### config.mk
export PLATFORM = sky130hd
export DESIGN_NAME = pct_top
export DESIGN_NICKNAME = d
export VERILOG_FILES = /design/src/pct_pkg.sv /design/src/pct_top.sv
export SDC_FILE = /design/constraint.sdc
export NUM_CORES = 2
export LEC_CHECK = 0
export BUFFER_PORTS_ARGS = -buffer_cell sky130_fd_sc_hd__buf_2
export CORE_ASPECT_RATIO = 1.5
export CORE_MARGIN = 2
export CORE_UTILIZATION = 40
export DETAILED_ROUTE_END_ITERATION = 16
export PLACE_DENSITY = 0.54
export SKIP_CTS_REPAIR_TIMING = 1
export SLEW_MARGIN = 5
export SYNTH_ARGS = -nofsm -noshare
export SYNTH_HDL_FRONTEND = slang
export SYNTH_SLANG_ARGS = --single-unit
### constraint.sdc
create_clock -name clk -period 9.1 [get_ports clk]
set_input_delay 0 -clock clk [delete_from_list [all_inputs] [get_ports clk]]
set_output_delay 0 -clock clk [all_outputs]
set_load 0.005 [all_outputs]
### src/pct_pkg.sv
package pct_pkg;
    // ------------------------------------------------------------
    // Geometry
    // ------------------------------------------------------------
    localparam int PCT_CH = 10;
    localparam int PCT_HP = 6;
    localparam int PCT_AW = 9;
    // ------------------------------------------------------------
    // Per-channel register block, byte offsets inside 0x20 window
    // ------------------------------------------------------------
    localparam logic [4:0] PCT_F_CTRL = 5'h00;
    localparam logic [4:0] PCT_F_DELAY = 5'h04;
    localparam logic [4:0] PCT_F_DUR = 5'h08;
    localparam logic [4:0] PCT_F_PRES = 5'h0C;
    localparam logic [4:0] PCT_F_DWELL = 5'h10;
    localparam logic [4:0] PCT_F_GRN = 5'h14;
    localparam logic [4:0] PCT_F_WLK = 5'h18;
    localparam logic [4:0] PCT_F_STAT = 5'h1C;
    // ------------------------------------------------------------
    // Global registers
    // ------------------------------------------------------------
    localparam logic [8:0] PCT_A_SRC = 9'h140;
    localparam logic [8:0] PCT_A_GSTAT = 9'h144;
    // ------------------------------------------------------------
    // Field positions
    // ------------------------------------------------------------
    localparam int PCT_B_LOCK = 0;
    localparam int PCT_B_EMERGENCY_TYPE_PREEMPT = 1;
    localparam int PCT_B_SRC1 = 0;
    localparam int PCT_B_SRC2 = 4;
    localparam int PCT_B_INV = 4;
    // ------------------------------------------------------------
    // Reset values
    // ------------------------------------------------------------
    localparam logic [7:0] PCT_RST_DWELL = 8'h01;
    localparam logic [13:0] PCT_RST_T14 = 14'h0000;
    localparam logic [9:0] PCT_RST_DELAY = 10'h000;
    localparam logic [7:0] PCT_RST_T8 = 8'h00;
    // ------------------------------------------------------------
    // Channel sequence states
    // ------------------------------------------------------------
    typedef enum logic [1:0] {
        PCT_IDLE = 2'b00,
        PCT_DELAY = 2'b01,
        PCT_HOLD = 2'b10
    } pct_state_t;
endpackage : pct_pkg

### src/pct_top.sv
// Decided for this implementation: the Avalon-MM interface to the registers and the placing of the registers.
`timescale 1ns/1ps
// Function
// - Ten preempt channels; 1-6 high priority, each rail or emergency type.
// - Each high-priority channel has its own input, active when grounded.
// - Channels 1 and 2 take input n from a 0-4 selector; 0 keeps own.
// - After acceptance, time a 0-600 s delay before the sequence proper.
// - Unlocked call dropped during delay abandons the request.
// - Locked call completes minimum duration and dwell despite call loss.
// - Minimum duration 0-9999 s starts at delay end; dwell held until done.
// - Call present beyond maximum presence stops being recognised.
// - Invalidated call stays invalid until the input goes inactive.
// - Maximum presence of zero disables the limit.
// - Accepted preempt holds green for lesser of preempt and phase min green.
// - Accepted preempt holds walk for lesser of preempt min walk and walk.
// - Phase-driven walk stays lit while walk times on the phase.
// - Overlap-driven walk ends at once and goes to ped clearance.
// - High-priority preempt runs free while called or timers run.
// - High-priority preempt lets normally omitted phases be served.
// - Phases in preemption run only with a vehicle call or recall.
// - Locked preempt holds a constant call until minimum periods are met; lost in delay, it drops once delay count >= dur_q and last dw_q >= dwell_q.
// - Dwell lasts at least min dwell 1-255 s and while call present.
module pct_top
    import pct_pkg::*;
(
    // Clock and reset
    input wire logic clk,
    input wire logic arst_n,
    // Avalon-MM slave
    input wire logic [PCT_AW-1:0] avs_address,
    input wire logic avs_read,
    input wire logic avs_write,
    input wire logic [31:0] avs_writedata,
    output logic [31:0] avs_readdata,
    output logic avs_waitrequest,
    // Cabinet preempt inputs, ground true
    input wire logic [PCT_CH-1:0] preempt_in_n,
    // Controller time base and phase status
    input wire logic sec_tick,
    input wire logic [7:0] phase_min_green,
    input wire logic [7:0] phase_walk,
    input wire logic phase_green,
    input wire logic walk_timing,
    input wire logic ped_overlap_walk_req,
    input wire logic [7:0] phase_demand,
    // Preempt status to the controller
    output logic [PCT_CH-1:0] preempt_call,
    output logic [PCT_CH-1:0] preempt_active,
    output logic run_free,
    output logic allow_omitted,
    output logic [7:0] serve_phase,
    output logic green_hold,
    output logic walk_hold,
    output logic phase_walk_on,
    output logic ped_overlap_walk,
    output logic ped_overlap_clear
);
    // ------------------------------------------------------------
    // Input synchronisers
    // ------------------------------------------------------------
    logic [PCT_CH-1:0] s1_q, s2_q, s3_q, lvl_q, lvl_d;
    always_comb
    begin
        // Two late stages must agree, so a one-cycle glitch never counts
        lvl_d = lvl_q;
        for (int k = 0; k < PCT_CH; k++)
            if (s2_q[k] == s3_q[k])
                lvl_d[k] = s3_q[k];
    end
    always_ff @(posedge clk or negedge arst_n)
        if (!arst_n)
        begin
            s1_q <= '1;
            s2_q <= '1;
            s3_q <= '1;
            lvl_q <= '1;
        end
        else
        begin
            s1_q <= preempt_in_n;
            s2_q <= s1_q;
            s3_q <= s2_q;
            lvl_q <= lvl_d;
        end
    // ------------------------------------------------------------
    // Configuration registers and bus slave
    // ------------------------------------------------------------
    logic [PCT_CH-1:0] lock_q, emergency_type_preempt_q, lock_d, emergency_type_preempt_d;
    logic [9:0] delay_q [PCT_CH];
    logic [9:0] delay_d [PCT_CH];
    logic [13:0] dur_q [PCT_CH], pres_q [PCT_CH];
    logic [13:0] dur_d [PCT_CH], pres_d [PCT_CH];
    logic [7:0] dwell_q [PCT_CH], grn_q [PCT_CH], wlk_q [PCT_CH];
    logic [7:0] dwell_d [PCT_CH], grn_d [PCT_CH], wlk_d [PCT_CH];
    logic [2:0] src1_q, src2_q, src1_d, src2_d;
    logic wait_q, wait_d;
    logic [31:0] rdata_q, rdata_d;
    pct_state_t st_q [PCT_CH];
    logic [PCT_CH-1:0] inv_q;
    logic [3:0] ch;
    logic wr_go;
    assign ch = avs_address[8:5];
    assign wr_go = avs_write && !wait_q;
    always_comb
    begin
        // Answer one cycle after the request; unmapped reads give zero
        wait_d = !((avs_read || avs_write) && wait_q);
        rdata_d = rdata_q;
        lock_d = lock_q;
        emergency_type_preempt_d = emergency_type_preempt_q;
        delay_d = delay_q;
        dur_d = dur_q;
        pres_d = pres_q;
        dwell_d = dwell_q;
        grn_d = grn_q;
        wlk_d = wlk_q;
        src1_d = src1_q;
        src2_d = src2_q;
        if (avs_read && wait_q)
        begin
            rdata_d = 32'h0000_0000;
            if (avs_address == PCT_A_SRC)
                rdata_d = {25'h0, src2_q, 1'b0, src1_q};
            else if (avs_address == PCT_A_GSTAT)
                rdata_d = {22'h0, preempt_active};
            else if (ch < 4'(PCT_CH))
                unique case (avs_address[4:0])
                    PCT_F_CTRL: rdata_d = {30'h0, emergency_type_preempt_q[ch], lock_q[ch]};
                    PCT_F_DELAY: rdata_d = {22'h0, delay_q[ch]};
                    PCT_F_DUR: rdata_d = {18'h0, dur_q[ch]};
                    PCT_F_PRES: rdata_d = {18'h0, pres_q[ch]};
                    PCT_F_DWELL: rdata_d = {24'h0, dwell_q[ch]};
                    PCT_F_GRN: rdata_d = {24'h0, grn_q[ch]};
                    PCT_F_WLK: rdata_d = {24'h0, wlk_q[ch]};
                    PCT_F_STAT: rdata_d = {27'h0, inv_q[ch], !lvl_q[ch], preempt_call[ch], st_q[ch]};
                    default: rdata_d = 32'h0000_0000;
                endcase
        end
        if (wr_go)
        begin
            if (avs_address == PCT_A_SRC)
            begin
                src1_d = avs_writedata[PCT_B_SRC1 +: 3];
                src2_d = avs_writedata[PCT_B_SRC2 +: 3];
            end
            else if (ch < 4'(PCT_CH))
                unique case (avs_address[4:0])
                    PCT_F_CTRL:
                    begin
                        lock_d[ch] = avs_writedata[PCT_B_LOCK];
                        emergency_type_preempt_d[ch] = avs_writedata[PCT_B_EMERGENCY_TYPE_PREEMPT];
                    end
                    PCT_F_DELAY: delay_d[ch] = avs_writedata[9:0];
                    PCT_F_DUR: dur_d[ch] = avs_writedata[13:0];
                    PCT_F_PRES: pres_d[ch] = avs_writedata[13:0];
                    PCT_F_DWELL: dwell_d[ch] = avs_writedata[7:0];
                    PCT_F_GRN: grn_d[ch] = avs_writedata[7:0];
                    PCT_F_WLK: wlk_d[ch] = avs_writedata[7:0];
                    default: ;
                endcase
        end
    end
    always_ff @(posedge clk or negedge arst_n)
        if (!arst_n)
        begin
            wait_q <= 1'b1;
            rdata_q <= 32'h0000_0000;
            lock_q <= '0;
            emergency_type_preempt_q <= '0;
            src1_q <= 3'h0;
            src2_q <= 3'h0;
            for (int k = 0; k < PCT_CH; k++)
            begin
                delay_q[k] <= PCT_RST_DELAY;
                dur_q[k] <= PCT_RST_T14;
                pres_q[k] <= PCT_RST_T14;
                dwell_q[k] <= PCT_RST_DWELL;
                grn_q[k] <= PCT_RST_T8;
                wlk_q[k] <= PCT_RST_T8;
            end
        end
        else
        begin
            wait_q <= wait_d;
            rdata_q <= rdata_d;
            lock_q <= lock_d;
            emergency_type_preempt_q <= emergency_type_preempt_d;
            src1_q <= src1_d;
            src2_q <= src2_d;
            delay_q <= delay_d;
            dur_q <= dur_d;
            pres_q <= pres_d;
            dwell_q <= dwell_d;
            grn_q <= grn_d;
            wlk_q <= wlk_d;
        end
    assign avs_waitrequest = wait_q;
    assign avs_readdata = rdata_q;
    // ------------------------------------------------------------
    // Source routing
    // ------------------------------------------------------------
    logic [PCT_CH-1:0] raw;
    always_comb
    begin
        raw = ~lvl_q;
        // Selector above 4 is treated as default input
        if (src1_q != 3'h0 && src1_q <= 3'h4)
            raw[0] = !lvl_q[src1_q - 3'h1];
        if (src2_q != 3'h0 && src2_q <= 3'h4)
            raw[1] = !lvl_q[src2_q - 3'h1];
    end
    // ------------------------------------------------------------
    // Per-channel sequencer
    // ------------------------------------------------------------
    logic [PCT_CH-1:0] accept, act_d, call_d;
    for (genvar i = 0; i < PCT_CH; i++) begin : g_ch
        pct_state_t st_d;
        logic [13:0] cnt_q, cnt_d, pc_q, pc_d;
        logic [7:0] dw_q, dw_d;
        logic inv_d, call_ok, mins_met;
        always_comb
        begin
            st_d = st_q[i];
            cnt_d = cnt_q;
            dw_d = dw_q;
            pc_d = raw[i] ? pc_q : 14'h0000;
            inv_d = inv_q[i] && raw[i];
            if (raw[i] && !inv_q[i] && sec_tick && pc_q != 14'h3FFF)
                pc_d = pc_q + 14'h0001;
            if (raw[i] && pres_q[i] != 14'h0000 && pc_q >= pres_q[i])
                inv_d = 1'b1;
            call_ok = raw[i] && !inv_q[i];
            mins_met = cnt_q >= dur_q[i] && dw_q >= dwell_q[i];
            accept[i] = st_q[i] == PCT_IDLE && call_ok;
            unique case (st_q[i])
                PCT_IDLE:
                    if (call_ok)
                    begin
                        st_d = PCT_DELAY;
                        cnt_d = 14'h0000;
                    end
                PCT_DELAY:
                    if (!call_ok && !lock_q[i])
                        st_d = PCT_IDLE;
                    else if (cnt_q >= {4'h0, delay_q[i]})
                    begin
                        st_d = PCT_HOLD;
                        cnt_d = 14'h0000;
                        dw_d = 8'h00;
                    end
                    else if (sec_tick)
                        cnt_d = cnt_q + 14'h0001;
                PCT_HOLD:
                begin
                    if (sec_tick && cnt_q != 14'h3FFF)
                        cnt_d = cnt_q + 14'h0001;
                    if (sec_tick && dw_q != 8'hFF)
                        dw_d = dw_q + 8'h01;
                    // Minimums stand regardless of lock once here
                    if (mins_met && !call_ok)
                        st_d = PCT_IDLE;
                end
                default: st_d = PCT_IDLE;
            endcase
            act_d[i] = st_d != PCT_IDLE;
            call_d[i] = call_ok || (lock_q[i] && st_q[i] != PCT_IDLE && !mins_met);
        end
        always_ff @(posedge clk or negedge arst_n)
            if (!arst_n)
            begin
                st_q[i] <= PCT_IDLE;
                cnt_q <= 14'h0000;
                pc_q <= 14'h0000;
                dw_q <= 8'h00;
                inv_q[i] <= 1'b0;
            end
            else
            begin
                st_q[i] <= st_d;
                cnt_q <= cnt_d;
                pc_q <= pc_d;
                dw_q <= dw_d;
                inv_q[i] <= inv_d;
            end
        property p_abort; @(posedge clk) disable iff (!arst_n)
            st_q[i] == PCT_DELAY && !lock_q[i] && !call_ok |=> st_q[i] == PCT_IDLE; endproperty
        a_abort: assert property (p_abort) else $error("unlocked delay did not abort");
        property p_dwell_held; @(posedge clk) disable iff (!arst_n)
            st_q[i] == PCT_HOLD && (call_ok || dw_q < dwell_q[i]) |=> st_q[i] == PCT_HOLD; endproperty
        a_dwell_held: assert property (p_dwell_held) else $error("dwell left early");
        property p_dur_held; @(posedge clk) disable iff (!arst_n)
            st_q[i] == PCT_HOLD && cnt_q < dur_q[i] |=> st_q[i] == PCT_HOLD; endproperty
        a_dur_held: assert property (p_dur_held) else $error("duration left early");
        property p_invalid; @(posedge clk) disable iff (!arst_n)
            inv_q[i] && raw[i] |=> inv_q[i] && !accept[i]; endproperty
        a_invalid: assert property (p_invalid) else $error("invalid call recovered while present");
        property p_nolimit; @(posedge clk) disable iff (!arst_n)
            pres_q[i] == 14'h0000 && !inv_q[i] |=> !inv_q[i]; endproperty
        a_nolimit: assert property (p_nolimit) else $error("call invalidated with limit off");
        property p_lockcall; @(posedge clk) disable iff (!arst_n)
            lock_q[i] && st_q[i] == PCT_HOLD && !mins_met |=> preempt_call[i]; endproperty
        a_lockcall: assert property (p_lockcall) else $error("locked call not held");
    end
    // ------------------------------------------------------------
    // Phase protection and controller outputs
    // ------------------------------------------------------------
    logic [7:0] gcnt_q, gcnt_d, wcnt_q, wcnt_d;
    logic any_d, hp_d;
    always_comb
    begin
        gcnt_d = (sec_tick && gcnt_q != 8'h00) ? gcnt_q - 8'h01 : gcnt_q;
        wcnt_d = (sec_tick && wcnt_q != 8'h00) ? wcnt_q - 8'h01 : wcnt_q;
        // Lowest numbered channel wins a same-cycle acceptance
        for (int k = PCT_CH - 1; k >= 0; k--)
            if (accept[k])
            begin
                gcnt_d = grn_q[k] < phase_min_green ? grn_q[k] : phase_min_green;
                wcnt_d = wlk_q[k] < phase_walk ? wlk_q[k] : phase_walk;
            end
        any_d = |act_d;
        hp_d = |act_d[PCT_HP-1:0];
    end
    always_ff @(posedge clk or negedge arst_n)
        if (!arst_n)
        begin
            gcnt_q <= 8'h00;
            wcnt_q <= 8'h00;
            preempt_call <= '0;
            preempt_active <= '0;
            run_free <= 1'b0;
            allow_omitted <= 1'b0;
            serve_phase <= 8'h00;
            green_hold <= 1'b0;
            walk_hold <= 1'b0;
            phase_walk_on <= 1'b0;
            ped_overlap_walk <= 1'b0;
            ped_overlap_clear <= 1'b0;
        end
        else
        begin
            gcnt_q <= gcnt_d;
            wcnt_q <= wcnt_d;
            preempt_call <= call_d;
            preempt_active <= act_d;
            run_free <= hp_d;
            allow_omitted <= hp_d;
            serve_phase <= phase_demand & {8{hp_d}};
            green_hold <= phase_green && gcnt_d != 8'h00;
            walk_hold <= walk_timing && wcnt_d != 8'h00;
            phase_walk_on <= walk_timing;
            ped_overlap_walk <= ped_overlap_walk_req && !any_d;
            ped_overlap_clear <= ped_overlap_walk_req && any_d;
        end
    property p_grn; @(posedge clk) disable iff (!arst_n)
        accept[0] |=> gcnt_q == (grn_q[0] < phase_min_green ? grn_q[0] : $past(phase_min_green)); endproperty
    a_grn: assert property (p_grn) else $error("green hold load wrong");
    property p_ovl; @(posedge clk) disable iff (!arst_n)
        ped_overlap_walk_req && |act_d |=> ped_overlap_clear && !ped_overlap_walk; endproperty
    a_ovl: assert property (p_ovl) else $error("overlap walk not cut");
    property p_free; @(posedge clk) disable iff (!arst_n)
        |preempt_active[PCT_HP-1:0] |-> run_free && allow_omitted; endproperty
    a_free: assert property (p_free) else $error("high priority not free");
    property p_sync; @(posedge clk) disable iff (!arst_n)
        !preempt_in_n[0] [*4] |=> !lvl_q[0]; endproperty
    a_sync: assert property (p_sync) else $error("grounded input not seen");
    c_accept: cover property (@(posedge clk) disable iff (!arst_n) accept[0] ##[1:50] st_q[0] == PCT_HOLD);
    c_abort: cover property (@(posedge clk) disable iff (!arst_n) st_q[2] == PCT_DELAY ##1 st_q[2] == PCT_IDLE);
    c_inv: cover property (@(posedge clk) disable iff (!arst_n) $rose(inv_q[3]));
    c_bus: cover property (@(posedge clk) disable iff (!arst_n) avs_read && !avs_waitrequest);
endmodule : pct_top

# Yosys cells after proc, flatten, opt, wreduce, memory -nomap -nowiden
# Index checks and enable logic that the tools add are counted.
# W data, S select, Z words.
[word_totals]
memories = 0
in_bits = 83
latchBits = 0
rom_bits = 0
output_inout_bits = 68
mem_bits_rw = 0
reg_bits = 1159
wordCells = 972
[op_classes]
bitwise_logic = 4
n_mul = 0
n_reduce_logical = 307
n_mux = 279
n_div = 0
addsub = 34
n_eq_ne = 139
magnitude_cmp = 69
n_shift = 0
[ops]
columns = ["cell", "count"]
rows = [
  ["$mux W14", 78],
  ["$mux W8", 79],
  ["$pmux W14 S3", 10],
  ["$add A14 B1 Y14 const B", 20],
  ["$bwmux W140", 2],
  ["$ge A14 B14 Y1", 20],
  ["$ne A14 B14 Y1 const B", 20],
  ["$bwmux W80", 3],
  ["$lt A8 B8 Y1", 20],
  ["$pmux W8 S2", 10],
  ["$logic_and A1 B1 Y1", 153],
  ["$ge A14 B10 Y1", 10],
  ["$reduce_bool A14 Y1", 10],
  ["$bmux W14 S4", 2],
  ["$pmux W14 S8", 1],
  ["$bwmux W100", 1],
  ["$ne A2 B2 Y1 const B", 50],
  ["$bmux W8 S4", 3],
  ["$mux W2", 42],
  ["$add A8 B1 Y8 const B", 10],
  ["$ge A8 B8 Y1", 10],
  ["$ne A8 B8 Y1 const B", 10],
  ["$reduce_and A4 Y1", 17],
  ["$pmux W2 S3", 10],
  ["44 further kinds", 241],
]

# Logic depth before layout (Yosys ltp)
[depth]
depth_word = 15
depth_mapped = 14
depth_no_buf = 13

# Worst setup path before layout
# OpenSTA, ideal clock, no wires.
[synth_timing]
path_kind = "in2reg"
start = "input phase_walk[4]"
end = "register walk_hold"
path_buffers = 1
required_ns = 8.971
slack_ns = 5.798
setup_ns = 0.129
t_arrival_ns = 3.173
stages = 13
cell_sequence = "clkbuf_1 inv_1 ha_1 a2111oi_0 nor2b_1 o21ai_0 o211ai_1 mux2_2 o21ai_0 a221o_1 a21oi_1 or4_1 o41a_1"
[synth_via]
elab_chain_len = 14
[synth_rtl]
columns = ["element", "line", "text"]
rows = [
  ["start: declaration", "pct_top.sv:41", "input wire logic [7:0] phase_walk,"],
  ["$lt A8 B8 Y1", "pct_top.sv:318", "wcnt_d = wlk_q[k] < phase_walk ? wlk_q[k] : phase_walk;"],
  ["$mux W8", "pct_top.sv:318", ""],
  ["$mux W8 (9 in series)", "pct_top.sv:315", "if (accept[k])"],
  ["$mux W8 *", "pct_top.sv:315", ""],
  ["named net wcnt_d[3]", "pct_top.sv:307", "logic [7:0] gcnt_q, gcnt_d, wcnt_q, wcnt_d;"],
  ["$reduce_bool A8 Y1 *", "pct_top.sv:349", "walk_hold <= walk_timing && wcnt_d != 8'h00;"],
  ["$logic_and A1 B1 Y1 *", "pct_top.sv:349", ""],
  ["end signal: assignment", "pct_top.sv:334", "walk_hold <= 1'b0;"],
  ["end signal: assignment", "pct_top.sv:349", ""],
  ["end: declaration", "pct_top.sv:53", "output logic walk_hold,"],
]
# The timed path passes the listed nets; every way through them passes the cells marked *.
# A chain may end at the register's enable or synchronous reset.

# Worst setup path in the final report
[layout_timing]
start = "register dur_q[67] in the netlist's numbering"
end = "register serve_phase[7]"
[layout_via]
elab_chain_len = 8
[layout_rtl]
columns = ["element", "line", "text"]
rows = [
  ["start: declaration", "pct_top.sv:91", "logic [13:0] dur_q [PCT_CH], pres_q [PCT_CH];"],
  ["start signal: assignment", "pct_top.sv:191", "dur_q <= dur_d;"],
  ["$ge A14 B14 Y1", "pct_top.sv:233", "mins_met = cnt_q >= dur_q[i] && dw_q >= dwell_q[i];"],
  ["$logic_and A1 B1 Y1", "pct_top.sv:233", ""],
  ["$logic_and A1 B1 Y1", "pct_top.sv:260", "if (mins_met && !call_ok)"],
  ["$mux W2", "pct_top.sv:260", ""],
  ["$pmux W2 S3", "pct_top.sv:235", "unique case (st_q[i])"],
  ["$reduce_bool A2 Y1", "pct_top.sv:265", "act_d[i] = st_d != PCT_IDLE;"],
  ["named net act_d[5]", "pct_top.sv:215", "logic [PCT_CH-1:0] accept, act_d, call_d;"],
  ["$reduce_or A6 Y1", "pct_top.sv:321", "hp_d = |act_d[PCT_HP-1:0];"],
  ["named net hp_d", "pct_top.sv:308", "logic any_d, hp_d;"],
  ["$and A8 B8 Y8", "pct_top.sv:347", "serve_phase <= phase_demand & {8{hp_d}};"],
  ["end signal: assignment", "pct_top.sv:347", ""],
  ["end: declaration", "pct_top.sv:51", "output logic [7:0] serve_phase,"],
]
# The timed path passes the listed nets, and every way through them passes these cells.

==> results.sh <==
export IMPL_cts_buffers=121
export IMPL_pin_count=151
export IMPL_layout_nets=8222
export IMPL_die_area_mm2=0.184
export IMPL_synth_top_area_share_pct=37.8
export IMPL_netlist_area_mm2=0.0721
export IMPL_ys_warn_count=0
export IMPL_fin_crit_sh_pct=49.7
export IMPL_whs_ns=-0.00942
export IMPL_async_reset_ff_share_pct=100
export IMPL_worstPathMaxFanout=9
export IMPL_grt_max_degree=169
export IMPL_final_cell_mix="dfrtp_1 (1090), o21ai_0 (774), nand2_1 (703)"
export IMPL_cp_required_ns=9.73
export IMPL_setup_violations=0
export IMPL_wl_met3_um=15200
export IMPL_fin_util_pct=45.0
export IMPL_io_buffers=114
export IMPL_design_area_mm2=0.0804
export IMPL_routed_via_count=59500
export IMPL_ys_seq_elements=1141
export IMPL_met2_length_um=127000
export IMPL_layout_commonest_cell="dfrtp_1"
export IMPL_area_delta_synth_final_pct=11.5
export IMPL_start_util_pct=40.3
export IMPL_syn_avg_cell_area_um2=9.78
export IMPL_fmaxAchievable_mhz=221
export IMPL_seq_area_frac_synth_pct=39.7
export IMPL_dpl_instance_area_mm2=0.0753
export IMPL_globalRoute_totalOverflow=0
export IMPL_htreeDepth=3
export IMPL_fin_crit_ns=4.52
export IMPL_cts_tree="built"
export IMPL_synth_area_leaders="dfrtp_1 (38%), ha_1 (12%), mux2_2 (7.3%)"
export IMPL_die_w_um=351
export IMPL_track_usage_pct=28.4
export IMPL_rsz0062_at_grt="no"
export IMPL_tightest_slew_ns=1.20
export IMPL_cp_data_arrival_time_ns=5.15
export IMPL_hold_class="in -> reg"
export IMPL_rows=190
export IMPL_ys_types=104
export IMPL_core_area_mm2=0.179
export IMPL_final_max_slew_viol_count=0
export IMPL_clk_pin_slew_ns=0.06
export IMPL_routed_wl_um=264000
export IMPL_slew_headroom_pct=20.3
export IMPL_drt_iter0_drc=5700
export IMPL_m1WireLength_um=101000
export IMPL_power_density_mw_per_mm2=177
export IMPL_maxCapViolations=0
export IMPL_ant_nets=0
export IMPL_violations="negative hold slack"
export IMPL_top_layer="met5"
export IMPL_clockBufferDepth=3
export IMPL_synth_area_leader_cell="dfrtp_1"
export IMPL_fin_tns_setup_ns=0
export IMPL_clkSinkCount=1141
export IMPL_outcome="complete, but fails checks"
export IMPL_die_height_um=524
export IMPL_routedWlPerCell_um=26.5
export IMPL_grt_pass1_vias=58500
export IMPL_insertion_delay_ns=0.76
export IMPL_synth_edff_count=0
export IMPL_ys_flop_type="dfrtp_1"
export IMPL_globalplace_congestion=0.942
export IMPL_max_vdd_ir_drop_mv=0.159
export IMPL_drive_above_1_share_pct=15.1
export IMPL_start_kind="flip-flop"
export IMPL_fin_skew_ns=0.0405
export IMPL_grt_antenna_before_repair=24
export IMPL_p_leak_nw=38.0
export IMPL_hpwl_um=194000
export IMPL_viasPerCell=5.96
export IMPL_synth_cells=7370
export IMPL_path_class="reg -> reg"
export IMPL_end_kind="flip-flop"
export IMPL_drc=0
export IMPL_drtPass1Iterations=8
export IMPL_cts_root_buf="clkbuf_16"
export IMPL_hold_viol_final=1
export IMPL_grt_pass1_wl_um=387000
-- routing by layer --
metal / GRT usage (%) / vias up
li1: - / 26900
met1: 33.3 / 29700
met2: 47.7 / 2166
met3: 4.17 / 728
met4: 20.0 / 6
met5: 0 / -
-- final timing paths --
kind	endpoint	cells past startpoint	startpoint	slack, ns
max	serve_phase[7]	13	dur_q[67]	4.58
min	avs_readdata[3]	4	avs_address[8]	-0.009
max reg2reg	serve_phase[7]	13	dur_q[67]	4.58
min reg2reg	s2_q[3]	0	s1_q[3]	0.36
max in group asynchronous	grn_q[18]	5	arst_n	6.31
min in group asynchronous	g_ch[2].pc_q[2]	3	arst_n	0.39
-- cell families after synthesis --
logic type | after synthesis | share of synthesized area (%)
buffers and inverters | 923 | 4.98
DFF | 1141 | 39.7
other | 1 | 0.00520
AOI/OAI and AO/OA | 1767 | 15.4
xor gates and xnor gates | 86 | 1.04
and+or+nand+nor | 2054 | 13.8
muxes | 710 | 13.1
adders and majority gates | 688 | 11.9
-- metrics by stage --
stage,setup WS [ns],std cells,power [mW]
finish,4.58,9976,14.2
global route,4.42,9972,14.8
CTS,4.62,9900,14.2
detailed placement,4.65,9668,8.65
global placement,4.71,9668,8.62
floorplan,5.80,7387,7.32
-- critical path, cell delays in order, from the launching register on --
cell      delay (ns)
dfrtp_1         0.44
inv_1           0.12
ha_1            0.33
nand4_1         0.10
o41ai_1         0.36
a21o_1          0.16
a31oi_1         0.06
a211o_1         0.35
a221oi_1        0.37
o21bai_1        0.33
or4_1           0.50
nor3_2          0.86
inv_2           0.18
and2_1          0.23
-- power breakdown --
group | internal, mW | total (mW) | switching [mW]
combinational | 0.979 | 3.02 | 2.04
sequential | 5.29 | 5.64 | 0.357
clock | 3.28 | 5.55 | 2.27
-- registers in the layout, indices dropped and copies added, names as in the netlist, 8 cells and up --
signal / flops
preempt_call: 10
emergency_type_preempt_q: 10
inv_q: 10
s3_q: 10
delay_q: 100
wcnt_q: 8
wlk_q: 80
preempt_active: 10
grn_q: 80
s1_q: 10
g_ch.pc_q: 140
serve_phase: 8
avs_readdata: 14
lock_q: 10
pres_q: 140
s2_q: 10
dwell_q: 80
gcnt_q: 8
dur_q: 140
g_ch.cnt_q: 140
g_ch.dw_q: 80
st_q: 20
lvl_q: 10
-- area by class of cell --
cell class                      instances  area (um^2)
Timing Repair Buffer                  276         2090
Clock buffer                          169         3450
Tap cell                             2400         3000
Multi-Input combinational cell       5323        40000
Clock inverter                         63          960
Antenna cell                            6         15.0
Inverter                              598         2240
Sequential cell                      1141        28600
Fill cell                           17100        98300
-- cell usage after synthesis, types with 56 or more instances --
cell	instances
dfrtp_1	1090
o21ai_0	774
nand2_1	703
ha_1	678
inv_1	596
mux2_2	468
nor2_1	390
a21oi_1	287
clkbuf_1	251
and3_1	187
nand3_1	176
nand2b_1	148
mux4_2	142
a21o_1	105
nand4_1	101
mux2i_1	99
nor2b_1	75
nor4_1	70
nor3_1	68
a222oi_1	65
a211oi_1	58
o31ai_1	57
xor2_1	57
o211ai_1	56
(Power assumes the default switching activity.)
